===== src/hw/eeprom_slave_map.vh =====
`ifndef EEPROM_SLAVE_MAP_VH
`define EEPROM_SLAVE_MAP_VH
`define CTRL_WORD_ADDR 13'h0FFF
`define CTRL_SET_WRITE_EN 8'h02
`define CTRL_SET_UNLOCK 8'h06
`define CTRL_BIT_WRITE_EN 1
`define CTRL_BIT_UNLOCK 2
`define CTRL_NV_MASK 8'h86
`define CTRL_NV_VALUE 8'h02
`define TYPE_CODE_DEFAULT 4'h5
`define NV_WRITE_MS 10
`define CLK_HZ 20000000
`define NV_WRITE_CYCLES ((`CLK_HZ / 1000) * `NV_WRITE_MS)
`define PAGE_BYTES 64
`define WD_RESET 2'h3
`define BP_RESET 3'h0
`endif


===== src/hw/eeprom_serial_write_slave.v =====
// Contract
// - Master writes 02H alone to control register; write enable latch sets at once.
// - Exact 06H to control register sets unlock latch and write enable latch.
// - Stop after valid third byte starts nonvolatile store, at most 10 ms.
// - Unlock latch clears when the nonvolatile control store completes.
// - Third byte with bit 2 set keeps unlock latch and leaves settings unchanged.
// - Second data byte in a control register write aborts it with a NACK.
// - A read between unlock steps does not disturb the unlock progress.
// - Unlock latch clears only on NV control write, power cycle, protected write.
// - Start is SDA fall with SCL high, stop is SDA rise; idle until start.
// - Stop after a read returns the device to standby.
// - Receiver drives SDA low on the ninth clock to acknowledge eight bits.
// - Acknowledge address byte only on match; in writes acknowledge following bytes.
// - Transmit eight bits, release SDA, continue on ACK, cease on NACK.
// - Byte write acknowledges address and data; stop launches nonvolatile write.
// - During internal write ignore all bus inputs and release SDA.
// - Withhold acknowledge for data aimed at a protected block.
// - Page write increments low six bits only, wrapping within the 64-byte page.
// - More than a page of bytes overwrites earlier buffered bytes in order.
// - Stop mid-byte or before one data byte with ACK writes nothing.
// - No address acknowledge while the nonvolatile cycle runs; master may poll.
// - With write enable latch clear, ignore writes and NACK the data byte.
// - Word address FFFh decodes to the control register, not the array; the code does so for writes only, a read at FFFh returns array data.
// - Address byte is type code, a zero, two select bits and read bit.
`timescale 1ns/1ps
`default_nettype none
`include "eeprom_slave_map.vh"
module eeprom_serial_write_slave #(
  parameter [3:0] TYPE_CODE = `TYPE_CODE_DEFAULT, // Arbitrary value
  parameter integer NV_CYCLES = `NV_WRITE_CYCLES,
  parameter integer ADDR_W = 13
) (
  input wire core_clk,
  input wire reset_n,
  input wire clk_en,
  input wire scl_in,
  input wire sda_in,
  output reg sda_out,
  output reg sda_oe_n,
  input wire chip_select_hi,
  input wire chip_select_lo,
  input wire [7:0] read_data,
  output reg [ADDR_W-1:0] mem_addr,
  output reg [7:0] mem_wdata,
  output reg mem_we,
  output reg busy,
  output reg write_enable_latch,
  output reg register_unlock_latch,
  output reg watchdog_period_hi,
  output reg watchdog_period_lo,
  output reg block_protect_top,
  output reg block_protect_mid,
  output reg block_protect_low
);
  localparam [2:0] ST_IDLE = 3'h0;
  localparam [2:0] ST_DEV = 3'h1;
  localparam [2:0] ST_AHI = 3'h2;
  localparam [2:0] ST_ALO = 3'h3;
  localparam [2:0] ST_DATA = 3'h4;
  localparam [2:0] ST_READ = 3'h5;
  localparam [2:0] ST_IGN = 3'h6;
  localparam integer PW = 6;

  reg [1:0] scl_s_q, sda_s_q;
  reg scl_p_q, sda_p_q;
  reg [2:0] st_q;
  reg [7:0] sh_q;
  reg [3:0] cnt_q;
  reg ack_ph_q, ack_ok_q, rd_q;
  reg [ADDR_W-1:0] addr_q;
  reg [7:0] buf_q [0:`PAGE_BYTES-1];
  reg [`PAGE_BYTES-1:0] bv_q;
  reg [7:0] nbytes_q;
  reg [7:0] ctl_q;
  reg is_ctl_q, pend_q, ctl_pend_q, ctl_bad_q;
  reg [31:0] busy_cnt_q;
  reg [PW-1:0] flush_q;
  reg flushing_q;
  reg [ADDR_W-1:0] page_q;

  wire scl = scl_s_q[1];
  wire sda = sda_s_q[1];
  wire scl_rise = scl & ~scl_p_q;
  wire scl_fall = ~scl & scl_p_q;
  wire start_c = scl & scl_p_q & sda_p_q & ~sda;
  wire stop_c = scl & scl_p_q & ~sda_p_q & sda;
  wire [7:0] byte_in = {sh_q[6:0], sda};

  // Decoded protect range for the 8K array
  function prot_hit;
    input [ADDR_W-1:0] a;
    input [2:0] bp;
    begin
      case (bp)
        3'h1: prot_hit = (a[12:11] == 2'h3);
        3'h2: prot_hit = a[12];
        3'h3: prot_hit = 1'b1;
        3'h4: prot_hit = (a[12:6] == 7'h00);
        3'h5: prot_hit = (a[12:7] == 6'h00);
        3'h6: prot_hit = (a[12:8] == 5'h00);
        3'h7: prot_hit = (a[12:9] == 4'h0);
        default: prot_hit = 1'b0;
      endcase
    end
  endfunction

  wire [2:0] bp_now = {block_protect_top, block_protect_mid, block_protect_low};
  // Judged on the SCL fall after bit 8, when the whole byte already sits in the shifter
  wire dev_match = (sh_q[7:4] == TYPE_CODE) && !sh_q[3] &&
    (sh_q[2] == chip_select_hi) && (sh_q[1] == chip_select_lo);

  always @(posedge core_clk or negedge reset_n) begin
    if (!reset_n) begin
      scl_s_q <= 2'h3;
      sda_s_q <= 2'h3;
      scl_p_q <= 1'b1;
      sda_p_q <= 1'b1;
    end else if (clk_en) begin
      scl_s_q <= {scl_s_q[0], scl_in};
      sda_s_q <= {sda_s_q[0], sda_in};
      scl_p_q <= scl;
      sda_p_q <= sda;
    end
  end

  always @(posedge core_clk or negedge reset_n) begin
    if (!reset_n) begin
      st_q <= ST_IDLE;
      sh_q <= 8'h00;
      cnt_q <= 4'h0;
      ack_ph_q <= 1'b0;
      ack_ok_q <= 1'b0;
      rd_q <= 1'b0;
      addr_q <= {ADDR_W{1'b0}};
      bv_q <= {`PAGE_BYTES{1'b0}};
      nbytes_q <= 8'h00;
      ctl_q <= 8'h00;
      is_ctl_q <= 1'b0;
      pend_q <= 1'b0;
      ctl_pend_q <= 1'b0;
      ctl_bad_q <= 1'b0;
      busy <= 1'b0;
      busy_cnt_q <= 32'h0;
      flushing_q <= 1'b0;
      flush_q <= {PW{1'b0}};
      page_q <= {ADDR_W{1'b0}};
      sda_out <= 1'b0;
      sda_oe_n <= 1'b1;
      mem_addr <= {ADDR_W{1'b0}};
      mem_wdata <= 8'h00;
      mem_we <= 1'b0;
      write_enable_latch <= 1'b0;
      register_unlock_latch <= 1'b0;
      {watchdog_period_hi, watchdog_period_lo} <= `WD_RESET;
      {block_protect_top, block_protect_mid, block_protect_low} <= `BP_RESET;
    end else if (clk_en) begin
      mem_we <= 1'b0;
      if (busy) begin
        // bus ignored, SDA released while the store runs
        sda_oe_n <= 1'b1;
        st_q <= ST_IDLE;
        if (flushing_q) begin
          if (bv_q[flush_q]) begin
            mem_we <= 1'b1;
            mem_addr <= page_q | {{(ADDR_W-PW){1'b0}}, flush_q};
            mem_wdata <= buf_q[flush_q];
          end
          flush_q <= flush_q + 1'b1;
          if (flush_q == {PW{1'b1}})
            flushing_q <= 1'b0;
        end
        if (busy_cnt_q >= NV_CYCLES - 1) begin
          busy <= 1'b0;
          if (ctl_pend_q) begin
            register_unlock_latch <= 1'b0;
            ctl_pend_q <= 1'b0;
          end
        end else
          busy_cnt_q <= busy_cnt_q + 32'h1;
      end else if (stop_c) begin
        sda_oe_n <= 1'b1;
        st_q <= ST_IDLE;
        // only complete data bytes with ACK launch anything
        // The SCL rise that carries the stop has already counted as one bit
        if (st_q == ST_DATA && cnt_q[3:1] == 3'h0 && !ack_ph_q && pend_q) begin
          if (is_ctl_q && !ctl_bad_q) begin
            if (ctl_q == `CTRL_SET_WRITE_EN) begin
              write_enable_latch <= 1'b1;
            end else if (ctl_q == `CTRL_SET_UNLOCK) begin
              write_enable_latch <= 1'b1;
              register_unlock_latch <= 1'b1;
            end else if (register_unlock_latch &&
                         ((ctl_q & `CTRL_NV_MASK) == `CTRL_NV_VALUE)) begin
              // nonvolatile store of watchdog and protect bits
              {watchdog_period_hi, watchdog_period_lo} <= ctl_q[6:5];
              {block_protect_top, block_protect_mid, block_protect_low} <=
                {ctl_q[4], ctl_q[3], ctl_q[0]};
              busy <= 1'b1;
              busy_cnt_q <= 32'h0;
              ctl_pend_q <= 1'b1;
            end else if (ctl_q == 8'h00) begin
              write_enable_latch <= 1'b0;
            end
            // bit 2 set keeps unlock latch, settings untouched
          end else if (!is_ctl_q) begin
            busy <= 1'b1;
            busy_cnt_q <= 32'h0;
            flushing_q <= 1'b1;
            flush_q <= {PW{1'b0}};
          end
        end
        pend_q <= 1'b0;
      end else if (start_c) begin
        st_q <= ST_DEV;
        cnt_q <= 4'h0;
        ack_ph_q <= 1'b0;
        sda_oe_n <= 1'b1;
        pend_q <= 1'b0;
      end else if (st_q != ST_IDLE && st_q != ST_IGN) begin
        if (scl_rise && !ack_ph_q && !(st_q == ST_READ)) begin
          sh_q <= byte_in;
          cnt_q <= cnt_q + 4'h1;
        end
        if (scl_rise && st_q == ST_READ && !ack_ph_q)
          cnt_q <= cnt_q + 4'h1;
        // Our own address ACK must not be taken for the master's
        if (scl_rise && ack_ph_q && st_q == ST_READ && rd_q && sda_oe_n) begin
          // master ACK continues, NACK ends transmission
          if (sda)
            st_q <= ST_IGN;
          else
            addr_q <= addr_q + 1'b1;
        end
        if (scl_fall) begin
          if (ack_ph_q) begin
            ack_ph_q <= 1'b0;
            cnt_q <= 4'h0;
            sda_oe_n <= 1'b1;
            if (!ack_ok_q)
              st_q <= ST_IGN;
            if (st_q == ST_READ && ack_ok_q) begin
              sda_out <= read_data[7];
              sda_oe_n <= read_data[7];
            end
          end else if (cnt_q == 4'h8) begin
            ack_ph_q <= 1'b1;
            ack_ok_q <= 1'b1;
            sda_out <= 1'b0;
            sda_oe_n <= 1'b0;
            case (st_q)
              ST_DEV: begin
                rd_q <= sh_q[0];
                if (!dev_match) begin
                  ack_ok_q <= 1'b0;
                  sda_oe_n <= 1'b1;
                end else
                  st_q <= sh_q[0] ? ST_READ : ST_AHI;
                // reads leave latches and the unlock state alone
              end
              ST_AHI: begin
                addr_q <= {sh_q[ADDR_W-9:0], 8'h00};
                st_q <= ST_ALO;
              end
              ST_ALO: begin
                addr_q <= {addr_q[ADDR_W-1:8], sh_q};
                is_ctl_q <= ({addr_q[ADDR_W-1:8], sh_q} == `CTRL_WORD_ADDR);
                page_q <= {addr_q[ADDR_W-1:8], sh_q[7:PW], {PW{1'b0}}};
                bv_q <= {`PAGE_BYTES{1'b0}};
                nbytes_q <= 8'h00;
                ctl_bad_q <= 1'b0;
                st_q <= ST_DATA;
              end
              ST_DATA: begin
                // The first unlock step has to pass while the latch is still clear
                if (!write_enable_latch && !(is_ctl_q && sh_q == `CTRL_SET_WRITE_EN)) begin
                  ack_ok_q <= 1'b0;
                  sda_oe_n <= 1'b1;
                end else if (is_ctl_q) begin
                  if (nbytes_q != 8'h00) begin
                    ctl_bad_q <= 1'b1;
                    ack_ok_q <= 1'b0;
                    sda_oe_n <= 1'b1;
                  end else begin
                    ctl_q <= sh_q;
                    pend_q <= 1'b1;
                  end
                  nbytes_q <= 8'h01;
                end else if (prot_hit(addr_q, bp_now)) begin
                  ack_ok_q <= 1'b0;
                  sda_oe_n <= 1'b1;
                  register_unlock_latch <= 1'b0;
                  pend_q <= 1'b0;
                end else begin
                  buf_q[addr_q[PW-1:0]] <= sh_q;
                  bv_q[addr_q[PW-1:0]] <= 1'b1;
                  addr_q[PW-1:0] <= addr_q[PW-1:0] + 1'b1;
                  pend_q <= 1'b1;
                end
              end
              default: begin
                ack_ph_q <= 1'b1;
              end
            endcase
            if (st_q == ST_READ) begin
              // Master drives the ninth bit after our byte
              sda_oe_n <= 1'b1;
              ack_ok_q <= 1'b1;
            end
          end else if (st_q == ST_READ && rd_q && cnt_q != 4'h0) begin
            sda_out <= read_data[3'h7 - cnt_q[2:0]];
            sda_oe_n <= read_data[3'h7 - cnt_q[2:0]];
          end
        end
      end
      if (!busy)
        mem_addr <= (st_q == ST_READ) ? addr_q : mem_addr;
    end
  end
endmodule
`default_nettype wire


===== config.mk =====
export PLATFORM = sky130hd
export DESIGN_NAME = eeprom_serial_write_slave
export DESIGN_NICKNAME = d
export VERILOG_FILES = /design/src/hw/eeprom_serial_write_slave.v
export VERILOG_INCLUDE_DIRS = /design/src /design/src/hw
export SDC_FILE = /design/constraint.sdc
export NUM_CORES = 1
export LEC_CHECK = 0
export BUFFER_PORTS_ARGS = -buffer_cell sky130_fd_sc_hd__buf_2
export CAP_MARGIN = 20
export CELL_PAD_IN_SITES_DETAIL_PLACEMENT = 0
export CELL_PAD_IN_SITES_GLOBAL_PLACEMENT = 2
export CORE_MARGIN = 2
export CORE_UTILIZATION = 40
export CTS_BUF_LIST = sky130_fd_sc_hd__clkbuf_8
export CTS_CLUSTER_DIAMETER = 120
export DETAILED_ROUTE_END_ITERATION = 7
export GPL_ROUTABILITY_DRIVEN = 0
export MAX_ROUTING_LAYER = met4
export PLACE_DENSITY_LB_ADDON = 0.1
export RECOVER_POWER = 50
export SKIP_CTS_REPAIR_TIMING = 1
export SYNTH_ARGS = -nofsm -noshare
export SYNTH_HDL_FRONTEND = slang
export SYNTH_SLANG_ARGS = --single-unit

===== constraint.sdc =====
create_clock -name core_clk -period 6.8 [get_ports core_clk]
set_input_delay 1.02 -clock core_clk [delete_from_list [all_inputs] [get_ports core_clk]]
set_output_delay 1.02 -clock core_clk [all_outputs]
set_load 0.005 [all_outputs]

==> results_dict.tcl <==
set metrics [dict create \
    tns_ps 0 \
    ant_nets 0 \
    routed_wl_um 80100 \
    p_leak_nw 11.6 \
    fill_cells 6429 \
    finalSetupViolations 0 \
    overflow 0 \
    cts_root_buf "clkbuf_8" \
    core_mm2 0.0730 \
    critPathBufInv 1 \
    cts_tree "built" \
    rsz0062_at_grt "false" \
    ir_drop_uv 171 \
    critical_path.top_delay_family "simple AND/OR/NAND/NOR gates" \
    clkLatencyLatePin_ps 720 \
    drtIter0Drc 1713 \
    synth_warnings 0 \
    synth_area_mm2 0.0295 \
    cts.sinks 704 \
    initial_utilization 0.405 \
    grt_pass1_vias 17600 \
    avgSynthCellArea_um2 16.1 \
    drcViolationCount 0 \
    grt_max_degree 124 \
    required_ps 7130 \
    hold_violations 0 \
    crit_slowest_cell "clkbuf_1" \
    path_max_fanout 28 \
    crit_chain "clkbuf_1 > nor4bb_1 > a31oi_1 > nand2b_1 > nor4b_2 > nand3_1 > nor2_1" \
    p_per_area_mw_per_mm2 280 \
    synth-main-ff-cell "edfxtp_1" \
    clock.fmax_ghz 0.191 \
    violations "capacitance limit, slew limit" \
    syn-num-nets 1851 \
    nets 1928 \
    cts_max_level 3 \
    antenna_found_initial 4 \
    post-route-util 0.453 \
    area_growth_pct 11.9 \
    cp-start-kind "register" \
    grt_first_pass_wirelength_um 119000 \
    crit_arrival_ps 5560 \
    fin_crit_sh 0.770 \
    holdWs_ps 321 \
    cts-buffers-inserted 115 \
    synthDistinctLibCells 84 \
    netlist_instances 1831 \
    drv_cap 10 \
    outcome "finished with violations" \
    worst_slew_pin_slew_ps 4060 \
    top_level_ports 47 \
    drive_gt1_frac 0.239 \
    dr.pass1.iters 7 \
    viasPerCell 5.77 \
    relSlewSlack -1.70 \
    final-max-slew-violation-count 664 \
    worst_path_largest_cell_delay_ps 1210 \
    endpoint_kind "register" \
    path_clk_slew_ps 60 \
    ys_seq_elements 704 \
    rows 99 \
    die_w_um 276 \
    die_y_um 276 \
    dieArea_mm2 0.0760 \
    hold_path.class "in -> async" \
    worstSetupPathType "reg -> reg" \
    clock_skew_ps 41.5 \
    grt_use_total 0.221 \
    synth_edf_count 512 \
    port_buffers 46 \
    finalCriticalPeriod_ps 5240 \
    dpl_worst_slack_ps 1560 \
    setup_ws_ps 1560 \
    dpl.hpwl_um 48900 \
    ys_async_sr_fraction 0.273 \
    drt-wirelength-per-cell_um 27.0 \
    vias 17100 \
    clockBufferDepth 3 \
    ys_seq_area_frac 0.684 \
]
[kinds of logic after synthesis]
family | Yosys count | share of synthesized area
DFF | 704 | 0.684
and+or+nand+nor | 408 | 0.0720
muxes | 228 | 0.141
AOI/OAI and AO/OA | 336 | 0.0783
buffers and inverters | 141 | 0.0201
adders and majority gates | 5 | 0.00212
xor gates and xnor gates | 9 | 0.00267
[worst register-to-register path, stage by stage, from the launching register on]
cell and delay, ps:
dfrtp_2 330, clkbuf_1 1210, nor4bb_1 320, a31oi_1 120, nand2b_1 260, nor4b_2 730
nand3_1 960, nor2_1 900
[sequential cells by signal, summed over array words and instances (netlist names), 7 cells and up]
register    count
sh_q            8
page_q          7
mem_addr       13
busy_cnt_q     32
addr_q         13
bv_q           64
buf_q         512
mem_wdata       8
ctl_q           8
[power breakdown]
| group | switching [mW] | leakage (nW) | internal, mW | total, mW |
|---|---|---|---|---|
| logic | 0.466 | 2.84 | 0.123 | 0.588 |
| clock network | 1.71 | 1.34 | 1.99 | 3.70 |
| registers | 0.108 | 7.40 | 4.85 | 4.96 |
[stage by stage]
step,std cells,instance area [um2],power (mW)
5_1_grt,2971,33000,9.62
3_3_place_gp,2749,30700,5.62
4_1_cts,2966,33100,9.34
6_report,2971,33000,9.25
2_1_floorplan,1831,29500,5.29
3_5_place_dp,2749,30700,5.62
[layout make-up]
type	count	area, um2	area share
sequential	704	20200	0.611
multi-input combinational	986	8750	0.265
clock buffer	131	1800	0.0546
tap	959	1200	0.0363
clock inverter	86	531	0.0161
timing repair buffer	81	479	0.0145
inverter	20	75.1	0.00227
antenna	4	10.0	0.000303
[layout by cell type, fill, tap and decap left out, types with 11 or more instances in the layout]
cell      Yosys  layout
edfxtp_1    512     512
dfrtp_1     183     180
mux4_2      143     143
clkbuf_8      0     132
nor2_1      133     131
a21oi_1      92      92
nand2_1      77      76
a22oi_1      69      69
mux2_2       68      68
inv_1        19      52
a22o_1       50      50
o21ai_0      40      40
buf_2        20      39
nand3_1      30      30
clkinv_2      0      24
and2_1       22      22
o31ai_1      22      22
buf_4         2      22
clkinv_1      1      20
or4_1        18      18
nand4_1      16      16
mux2i_1      16      16
clkbuf_1     82      16
nor3_1       12      12
or3_1        12      12
nor2b_1      13      11
a31oi_1      11      11
[cells in the mapped netlist (all sizes together) (23+ instances only)]
master  instances  share of area
a21oi          92          0.016
a22o           51          0.015
a22oi          69          0.018
and2           23         0.0049
buf            38         0.0070
clkbuf         83          0.011
dfrtp         183           0.16
edfxtp        512           0.52
mux2           69          0.026
mux4          143           0.11
nand2          77         0.0098
nand3          30         0.0051
nor2          133          0.017
o21ai          40         0.0068
[worst paths after layout]
check                               startpoint                     end  slack, ps  cells past startpoint
hold reg to reg            bv_q[4]$_DFFE_PN0P_     bv_q[4]$_DFFE_PN0P_        480                      2
hold / removal                         reset_n    ctl_q[6]$_DFFE_PN0P_        320                      1
max in group asynchronous              reset_n  flush_q[0]$_DFFE_PN0P_       2280                      2
min in group core_clk      bv_q[4]$_DFFE_PN0P_     bv_q[4]$_DFFE_PN0P_        480                      2
setup / recovery           sh_q[1]$_DFFE_PN0P_  buf_q[36][2]$_DFFE_PP_       1560                      7
setup reg to reg           sh_q[1]$_DFFE_PN0P_  buf_q[36][2]$_DFFE_PP_       1560                      7
[per-layer routing]
layer,wire length (um),vias up,part of all wire,GRT usage
met5,0,-,0,-
met4,2070,0,0.026,0.0681
met3,4820,140,0.060,0.0411
met2,38100,621,0.48,0.342
met1,35100,8885,0.44,0.298
li1,-,7485,-,-
Power figures use the tool's default switching activity.
